`src/rtl/adcsc_pkg.sv`:
```
// shared constants and types of the converter serial control block
//==================================================================
package adcsc_pkg;
  //================================================================
  // timing
  localparam int CLK_PERIOD_NS = 25;
  localparam int CONV_TIME_NS = 2500;
  localparam int CONV_CYCLES = (CONV_TIME_NS + CLK_PERIOD_NS - 1) / CLK_PERIOD_NS;
  localparam int CONV_CNT_W = $clog2(CONV_CYCLES + 1);

  //================================================================
  // widths and counts
  localparam int RES_W = 12;
  localparam int CNT_W = 5;
  localparam logic [CNT_W-1:0] CMD_BITS = 5'h08;
  localparam logic [CNT_W-1:0] LEN_LATCH_RISE = 5'h06;
  localparam logic [CNT_W-1:0] SAMPLE_FALL = 5'h04;
  localparam logic [CNT_W-1:0] BITS_8 = 5'h08;
  localparam logic [CNT_W-1:0] BITS_12 = 5'h0C;
  localparam logic [CNT_W-1:0] BITS_16 = 5'h10;
  localparam logic [5:0] PAD_BITS = 6'h04;
  localparam logic [5:0] LSB_BASE_8 = 6'h00;
  localparam logic [5:0] LSB_BASE_12 = 6'h04;
  localparam logic [5:0] LSB_BASE_16 = 6'h08;
  localparam logic [5:0] RES_TOP = 6'h0B;
  localparam int BUF_DEPTH = 2;

  //================================================================
  // configuration field layout and codes
  localparam int CFG_LEN_HI = 3;
  localparam int CFG_LEN_LO = 2;
  localparam int CFG_ORDER = 1;
  localparam int CFG_CODE = 0;
  localparam logic [3:0] CFG_RESET = 4'h0;
  localparam logic [1:0] LEN_8 = 2'h1;
  localparam logic [1:0] LEN_16 = 2'h3;
  localparam logic [3:0] CMD_PWRDN = 4'hE;
  localparam logic [3:0] CMD_RSVD = 4'hF;

  typedef enum logic {ST_IDLE, ST_CONV} adcsc_state_t;
endpackage

```
`src/rtl/adcsc_sync.sv`:
```
// two-flop synchroniser for pin inputs
`timescale 1ns/1ps
module adcsc_sync #(
  parameter int W = 1,
  parameter logic [W-1:0] RST = '0
) (
  // clock and reset
  input wire logic clk,
  input wire logic rst_n,
  // data
  input wire logic [W-1:0] d,
  output logic [W-1:0] q
);
  typedef struct packed {
    logic [W-1:0] s1;
    logic [W-1:0] s2;
  } adcsc_sync_t;

  adcsc_sync_t r_q;
  adcsc_sync_t r_d;

  //================================================================
  // first stage feeds only the second stage
  always_comb begin
    r_d.s1 = d;
    r_d.s2 = r_q.s1;
  end

  always_ff @(posedge clk or negedge rst_n) begin
    if (!rst_n) begin
      r_q <= {RST, RST};
    end else begin
      r_q <= r_d;
    end
  end

  assign q = r_q.s2;
endmodule

```
`src/rtl/adcsc_buf.sv`:
```
// small result buffer with valid and ready on both sides
`timescale 1ns/1ps
module adcsc_buf #(
  parameter int W = 12,
  parameter int DEPTH = 2
) (
  // clock and reset
  input wire logic clk,
  input wire logic rst_n,
  // fill side
  input wire logic in_valid,
  output logic in_ready,
  input wire logic [W-1:0] in_data,
  // drain side
  output logic out_valid,
  input wire logic out_ready,
  output logic [W-1:0] out_data
);
  localparam int PW = (DEPTH > 1) ? $clog2(DEPTH) : 1;
  localparam int CW = $clog2(DEPTH + 1);
  localparam logic [CW-1:0] FULL = CW'(DEPTH);
  localparam logic [PW-1:0] LAST = PW'(DEPTH - 1);

  typedef struct packed {
    logic [DEPTH-1:0][W-1:0] mem;
    logic [PW-1:0] wr;
    logic [PW-1:0] rd;
    logic [CW-1:0] cnt;
  } adcsc_buf_t;

  adcsc_buf_t b_q;
  adcsc_buf_t b_d;
  logic push;
  logic pop;

  //================================================================
  // pointer and count update
  always_comb begin
    b_d = b_q;
    push = in_valid && in_ready;
    pop = out_valid && out_ready;
    if (push) begin
      b_d.mem[b_q.wr] = in_data;
      b_d.wr = (b_q.wr == LAST) ? '0 : PW'(b_q.wr + 1'b1);
    end
    if (pop) begin
      b_d.rd = (b_q.rd == LAST) ? '0 : PW'(b_q.rd + 1'b1);
    end
    if (push && !pop) begin
      b_d.cnt = CW'(b_q.cnt + 1'b1);
    end else if (pop && !push) begin
      b_d.cnt = CW'(b_q.cnt - 1'b1);
    end
  end

  always_ff @(posedge clk or negedge rst_n) begin
    if (!rst_n) begin
      b_q <= '0;
    end else begin
      b_q <= b_d;
    end
  end

  assign in_ready = (b_q.cnt != FULL);
  assign out_valid = (b_q.cnt != '0);
  assign out_data = b_q.mem[b_q.rd];
endmodule

```
`src/rtl/adcsc_top.sv`:
```
// serial command, configuration and result output of the converter
`timescale 1ns/1ps
module adcsc_top
  import adcsc_pkg::*;
(
  // clock and reset
  input wire logic MCLK,
  input wire logic RESET_N,
  // serial link pins
  input wire logic CS_N,
  input wire logic IO_CLK,
  input wire logic DATA_IN,
  output logic DATA_OUT,
  output logic DATA_OUT_OE,
  output logic EOC,
  // analog core
  input wire logic [adcsc_pkg::RES_W-1:0] ADC_RESULT,
  output logic [3:0] ANALOG_SEL,
  output logic SAMPLE_EN,
  output logic POWER_DOWN
);
  import adcsc_pkg::*;

  typedef struct packed {
    adcsc_state_t st;
    logic io_prev;
    logic [CNT_W-1:0] rise_cnt;
    logic [CNT_W-1:0] fall_cnt;
    logic [7:0] serial_input_byte;
    logic [3:0] output_format_config;
    logic [3:0] command_nibble;
    logic [1:0] len;
    logic pwr_dn;
    logic sample;
    logic [CONV_CNT_W-1:0] conv_cnt;
    logic [RES_W-1:0] out_word;
    logic dout;
    logic oe;
  } adcsc_regs_t;

  adcsc_regs_t r_q;
  adcsc_regs_t r_d;

  logic cs_n_s;
  logic io_clk_s;
  logic din_s;
  logic rise;
  logic fall;
  logic push_valid;
  logic push_ready;
  logic pop_ready;
  logic buf_valid;
  logic [RES_W-1:0] buf_data;
  logic [RES_W-1:0] coded;
  logic [3:0] nib;
  logic [3:0] nib4;

  //================================================================
  // pin synchronisers; select idles high so it resets high
  adcsc_sync #(
    .W(3),
    .RST(3'h4)
  ) u_sync (
    .clk(MCLK),
    .rst_n(RESET_N),
    .d({CS_N, IO_CLK, DATA_IN}),
    .q({cs_n_s, io_clk_s, din_s})
  );

  //================================================================
  // finished results wait here until the output stage is free
  adcsc_buf #(
    .W(RES_W),
    .DEPTH(BUF_DEPTH)
  ) u_buf (
    .clk(MCLK),
    .rst_n(RESET_N),
    .in_valid(push_valid),
    .in_ready(push_ready),
    .in_data(coded),
    .out_valid(buf_valid),
    .out_ready(pop_ready),
    .out_data(buf_data)
  );

  //================================================================
  // helpers
  function automatic logic [CNT_W-1:0] len_bits(input logic [1:0] len);
    logic [CNT_W-1:0] b;
    b = BITS_12;
    unique case (len)
      LEN_8: b = BITS_8;
      LEN_16: b = BITS_16;
      default: b = BITS_12;
    endcase
    return b;
  endfunction

  // k counts bits already advanced; out of range positions are pad zeros
  function automatic logic out_bit(
    input logic [RES_W-1:0] w,
    input logic [CNT_W-1:0] k,
    input logic [1:0] len,
    input logic lsb_first
  );
    logic [5:0] kk;
    logic [5:0] idx;
    logic [5:0] base;
    logic b;
    kk = {1'b0, k};
    idx = 6'h00;
    b = 1'b0;
    if (!lsb_first) begin
      if (kk <= RES_TOP) begin
        idx = RES_TOP - kk;
        b = w[idx[3:0]];
      end
    end else begin
      unique case (len)
        LEN_8: base = LSB_BASE_8;
        LEN_16: base = LSB_BASE_16;
        default: base = LSB_BASE_12;
      endcase
      idx = kk + PAD_BITS;
      if (idx >= base && (idx - base) <= RES_TOP) begin
        idx = idx - base;
        b = w[idx[3:0]];
      end
    end
    return b;
  endfunction

  //================================================================
  // result coding from the configuration in force for this conversion
  always_comb begin
    coded = ADC_RESULT;
    if (r_q.output_format_config[CFG_CODE]) begin
      coded[RES_W-1] = ~ADC_RESULT[RES_W-1];
    end
  end

  //================================================================
  // next state
  always_comb begin
    r_d = r_q;
    rise = io_clk_s && !r_q.io_prev;
    fall = !io_clk_s && r_q.io_prev;
    r_d.io_prev = io_clk_s;
    push_valid = 1'b0;
    pop_ready = 1'b0;
    nib = r_q.serial_input_byte[7:4];
    nib4 = r_q.serial_input_byte[3:0];
    if (cs_n_s) begin
      // deselect aborts any transfer or conversion and re-arms the cycle
      r_d.st = ST_IDLE;
      r_d.rise_cnt = '0;
      r_d.fall_cnt = '0;
      r_d.sample = 1'b0;
      r_d.conv_cnt = '0;
      r_d.len = r_q.output_format_config[CFG_LEN_HI:CFG_LEN_LO];
    end else begin
      unique case (r_q.st)
        ST_IDLE: begin
          pop_ready = (r_q.rise_cnt == '0) && (r_q.fall_cnt == '0);
          if (pop_ready) begin
            r_d.len = r_q.output_format_config[CFG_LEN_HI:CFG_LEN_LO];
            if (buf_valid) begin
              r_d.out_word = buf_data;
            end
          end
          if (rise && r_q.rise_cnt < CMD_BITS) begin
            r_d.serial_input_byte = {r_q.serial_input_byte[6:0], din_s};
            r_d.rise_cnt = CNT_W'(r_q.rise_cnt + 1'b1);
            if (r_d.rise_cnt == LEN_LATCH_RISE &&
                r_d.serial_input_byte[5:2] != CMD_RSVD) begin
              r_d.len = r_d.serial_input_byte[1:0];
            end
          end
          if (fall) begin
            r_d.fall_cnt = CNT_W'(r_q.fall_cnt + 1'b1);
            if (r_d.fall_cnt == SAMPLE_FALL) begin
              if (nib4 == CMD_PWRDN) begin
                r_d.pwr_dn = 1'b1;
              end
              r_d.sample = (nib4 != CMD_PWRDN) && (nib4 != CMD_RSVD);
            end
            if (r_d.fall_cnt == len_bits(r_q.len)) begin
              // last falling edge closes the I/O cycle
              r_d.sample = 1'b0;
              r_d.rise_cnt = '0;
              r_d.fall_cnt = '0;
              if (nib != CMD_RSVD) begin
                r_d.output_format_config = r_q.serial_input_byte[3:0];
                r_d.command_nibble = nib;
              end
              if (nib != CMD_PWRDN && nib != CMD_RSVD) begin
                r_d.pwr_dn = 1'b0;
                r_d.st = ST_CONV;
                r_d.conv_cnt = '0;
              end
            end
          end
        end
        ST_CONV: begin
          // the internal oscillator is modelled by a fixed cycle count
          if (r_q.conv_cnt != CONV_CNT_W'(CONV_CYCLES - 1)) begin
            r_d.conv_cnt = CONV_CNT_W'(r_q.conv_cnt + 1'b1);
          end else begin
            push_valid = 1'b1;
            if (push_ready) begin
              r_d.st = ST_IDLE;
            end
          end
        end
      endcase
    end
    // output forced low while converting, else the bit at the current index
    if (r_d.st == ST_CONV) begin
      r_d.dout = 1'b0;
    end else begin
      r_d.dout = out_bit(r_d.out_word, r_d.fall_cnt, r_d.len,
                         r_d.output_format_config[CFG_ORDER]);
    end
    r_d.oe = !cs_n_s;
  end

  //================================================================
  // state register
  always_ff @(posedge MCLK or negedge RESET_N) begin
    if (!RESET_N) begin
      r_q <= '{st: ST_IDLE, io_prev: 1'b0, rise_cnt: '0, fall_cnt: '0,
               serial_input_byte: '0, output_format_config: CFG_RESET,
               command_nibble: '0, len: '0, pwr_dn: 1'b1, sample: 1'b0,
               conv_cnt: '0, out_word: '0, dout: 1'b0, oe: 1'b0};
    end else begin
      r_q <= r_d;
    end
  end

  //================================================================
  // outputs
  assign DATA_OUT = r_q.dout;
  assign DATA_OUT_OE = r_q.oe;
  assign EOC = (r_q.st != ST_CONV);
  assign ANALOG_SEL = r_q.command_nibble;
  assign SAMPLE_EN = r_q.sample;
  assign POWER_DOWN = r_q.pwr_dn;
endmodule

```
`config.mk`:
```
export PLATFORM = sky130hd
export DESIGN_NAME = adcsc_top
export DESIGN_NICKNAME = d
export VERILOG_FILES = /design/src/rtl/adcsc_pkg.sv /design/src/rtl/adcsc_sync.sv /design/src/rtl/adcsc_buf.sv /design/src/rtl/adcsc_top.sv
export SDC_FILE = /design/constraint.sdc
export NUM_CORES = 1
export LEC_CHECK = 0
export BUFFER_PORTS_ARGS = -buffer_cell sky130_fd_sc_hd__buf_2
export CORE_ASPECT_RATIO = 0.5
export CORE_MARGIN = 2
export CORE_UTILIZATION = 45
export CTS_CLUSTER_DIAMETER = 50
export CTS_CLUSTER_SIZE = 25
export DETAILED_ROUTE_END_ITERATION = 10
export SYNTH_ARGS = -nofsm -noshare
export SYNTH_HDL_FRONTEND = slang
export SYNTH_SLANG_ARGS = --single-unit
```
`constraint.sdc`:
```
create_clock -name MCLK -period 4.4 [get_ports MCLK]
set_input_delay 0.22 -clock MCLK [delete_from_list [all_inputs] [get_ports MCLK]]
set_output_delay 0.22 -clock MCLK [all_outputs]
set_load 0.02 [all_outputs]
```
## Word-level counts from Yosys, hierarchy flattened

Index checks and enable logic that the tools add are counted.

- Bits in writable memories: 0
- Memories: 0
- Bits in registers: 87
- Output and inout port bits: 9
- Logic and storage cells: 157
- Memory bits (read-only): 0
- Input port bits: 17
- Latch bits: 0

- Muxes and demuxes: 64
- Multipliers: 0
- $add $sub $neg: 10
- $lt $le $gt $ge: 9
- Shifts and indexed selects: 0
- Div/mod/pow operators: 0
- Eq/ne operators: 20
- Bitwise gates (word level): 3
- Reductions and logical operators: 29

Operators with widths:

| kind | number |
|---|---|
| $mux 12 | 7 |
| $mux 8 | 5 |
| $mux 10 | 3 |
| $mux 30 | 1 |
| $bwmux 24 | 1 |
| $mux 1 | 22 |
| $mux 5 | 4 |
| $ne 4x4->1 const B | 5 |
| $mux 6 | 3 |
| $mux 9 | 2 |
| $mux 2 | 7 |
| $mux 7 | 2 |
| $pmux 7 s2 | 1 |
| $logic_and 1x1->1 | 13 |
| $demux 12 s1 | 1 |
| $ne 3x1->1 const B | 4 |
| $add 5x1->5 const B | 2 |
| $eq 5x3->1 const B | 2 |
| $logic_not 5->1 | 2 |
| $lt 4x5->1 const B | 2 |
| $pmux 5 s2 | 1 |
| $reduce_and 3->1 | 3 |
| $bmux 1 s4 | 2 |
| $pmux 4 s2 | 1 |
| 27 further kinds | 39 |

## Depth between registers and ports, before layout

- Word-level depth: 20
- Gate-level depth with buffers: 19
- Depth with buffers taken out: 19

## By module

Synthesis repeated with hierarchy kept, for this count alone.

- Cell total of the unflattened synthesis: 413
- Area total of the unflattened synthesis: 4615.7 um^2

By module, submodules not included:

| module | seq. area each (um^2) | instances | cells each | area an instance (um^2) |
|---|---|---|---|---|
| adcsc_top | 1327.5 | 1 | 327 | 3121.7 |
| adcsc_buf | 700.7 | 1 | 80 | 1341.3 |
| adcsc_sync | 152.6 | 1 | 6 | 152.6 |

## Worst setup path after synthesis

OpenSTA, ideal clock, no wires.

- Kind: reg-to-reg
- Start point: register r_q[49] (netlist bit)
- End point: register r_q (netlist bit DATA_OUT)
- Stages on the path, launching flop included: 19
- Data required time: 4.335 ns
- Path buffers: 1
- Arrival time: 3.732 ns
- Clock period less this slack: 3.796 ns
- Library setup time: 0.065 ns
- Setup slack: 0.604 ns
- Path through: dfrtp_1 -> or4b_1 -> clkbuf_1 -> nor4_1 -> o21ai_0 -> nand2_1 -> o211ai_1 -> o21a_1 -> inv_1 -> ha_1 -> inv_1 -> fa_1 -> inv_1 -> nand2_1 -> nor3_1 -> mux2_2 -> a2111o_1 -> nor4_1 -> a211o_1

RTL lines:

| item | line | source |
|---|---|---|
| start: declaration | adcsc_top.sv:41 | `adcsc_regs_t r_q;` |
| start signal: assignment | adcsc_top.sv:231 | `r_q <= '{st: ST_IDLE, io_prev: 1'b0, rise_cnt: '0, fall_cnt: '0,` |
| start signal: assignment | adcsc_top.sv:236 | `r_q <= r_d;` |

==> reports/metrics.cfg <==
[drt]
routed_wl_um=9100
first_iter_violations=194
num_vias=3085
postRouteAntennaNets=0
wl_per_cell_um=15.9
routed_via_density=5.40
drtPass1Iterations=4
drc_errors=0

[floorplanning]
io-pin-count=26
die_area_um2=11000
rows=25
coreArea_um2=9670
start_util_pct=47.3
die_w_um=147
fp.dieH_um=75.3

[final_layout]
syn_to_final_growth_pct=11.2
diodes=0
fin_nets=459
layout_commonest_cell=dfrtp_1
layout_common_cells=dfrtp_1, mux2_2, nor2_1
drive_above_1_share_pct=26.1

[timing]
fin_crit_ps=4060
fmax_mhz=246
finalMaxSlewViolations=0
finalSetupViolCount=0
setup_tns_ps=0
timing.final.crit_share_pct=92.2
rsz0062_at_grt=no
slew_headroom_pct=54.8
hold_viol=0
finalClockSkew_ps=7.90
tightestPinTransition_ps=679
layout_setup_ws_ps=341

[synthesis]
synth-seq-area-share_pct=47.7
synth_area_um2=4570
syn-num-nets=439
synth-seq-cells=87
yosys.cell_types.count=71
synthCells=411
synth_edf_count=0
ys_warn_count=0
syn_avg_cell_area_um2=11.1
async_reset_ff_share_pct=100
yosys_most_used_dff=dfrtp_1

[place]
dp_hpwl_um=6470
place_congestion=0.769
pre_cts_ws_ps=230
portBuffers=25

[setup_path]
crit_arrival_ps=4340
worstPathRequired_ps=4680
max_stage_delay_ps=660
cp-end-kind=flip-flop
path_common_cell=inv_1
slowest_stage=or4b_1
path_max_fanout=7
critPathKind=flip-flop to flip-flop
crit_path_cell_trace=or4b_1 > nor4_2 > o21ai_0 > nand2_1 > o211ai_1 > o21a_1 > inv_1 > ha_1 > inv_1 > fa_1 > inv_1 > nand2_1 > nor3_1 > mux2_2 > a2111o_1 > nor4_1 > a211o_1
startpoint_type=flip-flop

[cts]
clk_latency_ps=340
h-tree-depth=3
cts_buffers=9
clockBufferDepth=2
cts_tree=yes
cts.sinks=87
clk_pin_slew_ps=60
root_buffer=clkbuf_16
post_cts_buffers=0

[power_and_ir_drop]
leakage_nw=2.28
vdd_drop_max_uv=158
p_per_area_nw_per_um2=342

[min_path]
holdCritPathClass=input pin to flip-flop

[grt]
grt_first_pass_wirelength_um=15500
grt_antenna_before_repair=0
grt-ovfl-total=0
grt_usage_pct=18.5
grt_max_degree=45
grt_pass1_vias=3087

[status]
status=complete, no violations

[job]
drv_cap=0

==> cells in the mapped netlist (4+ instances only) <==
cell | n | area [µm²]
buf_4 | 5 | 37.5
ha_1 | 10 | 125
mux2i_1 | 15 | 150
a22oi_1 | 5 | 37.5
mux2_2 | 48 | 541
a211oi_1 | 5 | 37.5
o21ai_1 | 5 | 25.0
nand2_1 | 28 | 105
dfrtp_1 | 84 | 2100
nor3_1 | 10 | 50.1
buf_2 | 7 | 35.0
xnor2_1 | 10 | 87.6
buf_6 | 4 | 45.0
nand3_1 | 9 | 45.0
nor2_1 | 30 | 113
clkbuf_1 | 6 | 22.5
nor2b_1 | 6 | 37.5
and2_1 | 5 | 31.3
xor2_1 | 9 | 78.8
a21oi_1 | 16 | 80.1
o21ai_0 | 7 | 35.0
inv_1 | 19 | 71.3
==> layout make-up <==
type | instances | area (µm²)
timing repair buffer | 33 | 198
tap | 135 | 169
clock buffer | 12 | 256
clock inverter | 4 | 30.0
fill | 858 | 4580
sequential | 87 | 2180
inverter | 22 | 83.8
multi-input combinational | 278 | 2160
==> what timing repair did <==
action / CTS / global route
resized for setup: 0 / 1
endpoints found under the setup margin: 0 / 1
hold buffers: 4 / 0
hold endpoints to repair: 44 / 0
==> state kept, by name (all words and copies together), names as in the netlist <==
register / cells
nib: 4
u_buf.b_q: 28
DATA_OUT: 1
u_sync.r_d: 3
DATA_OUT_OE: 1
r_q: 37
SAMPLE_EN: 1
nib4: 4
u_sync.q: 3
POWER_DOWN: 1
ANALOG_SEL: 4
==> final timing paths <==
kind / from / endpoint / slack (ps) / cells past startpoint
hold / removal: ADC_RESULT[4] / u_buf.b_q[20] / 120 / 2
hold reg to reg: u_sync.r_d[0] / u_sync.q[0] / 360 / 0
setup reg to reg: r_q[49] / DATA_OUT / 340 / 17
max in group asynchronous: RESET_N / POWER_DOWN / 3010 / 3
min in group asynchronous: RESET_N / u_buf.b_q[12] / 400 / 2
setup / recovery: r_q[49] / DATA_OUT / 340 / 17
==> critical path: cells and delay by family, from the launching register on <==
kind                     cells  cell delay [ps]
AO/OA/AOI/OAI                5              880
adder cells (fa/ha/maj)      2              640
buffers and inverters        3              210
flip-flops                   1              390
multiplexers                 1              250
AND/OR/NAND/NOR              6             1620
==> routing by layer <==
layer / GRT usage [%] / part of all wire [%] / vias to the layer above
li1: - / - / 1490
met1: 25.1 / 51 / 1537
met2: 28.6 / 44 / 50
met3: 5.21 / 3.5 / 8
met4: 7.44 / 1.1 / 0
met5: 0 / 0 / -
==> stage by stage <==
stage | cells | power (mW) | util (%) | cell area [µm²] | hold slack [ps]
floorplan | 411 | 0.966 | - | 4570 | -75.6
global placement | 551 | 1.01 | 49.1 | 4750 | 237
detailed placement | 551 | 1.02 | 49.1 | 4750 | 255
CTS | 571 | 1.76 | 52.5 | 5080 | 106
global route | 571 | 1.82 | 52.6 | 5080 | 118
finish | 571 | 1.74 | 52.6 | 5080 | 117
==> logic make-up after synthesis <==
| group | Yosys count | share of synthesized area [%] |
|---|---|---|
| DFF | 87 | 47.7 |
| muxes | 65 | 15.8 |
| xor gates and xnor gates | 20 | 4.00 |
| and+or+nand+nor | 120 | 14.4 |
| buffers and inverters | 46 | 5.06 |
| AOI/OAI and AO/OA | 62 | 9.86 |
| adders and majority gates | 11 | 3.18 |
==> where the power goes <==
group | internal, mW | switching [mW] | leakage, nW
logic | 0.0585 | 0.0652 | 1.00
clock network | 0.415 | 0.318 | 0.139
registers | 0.841 | 0.0415 | 1.14
(Power assumes the default switching activity.)
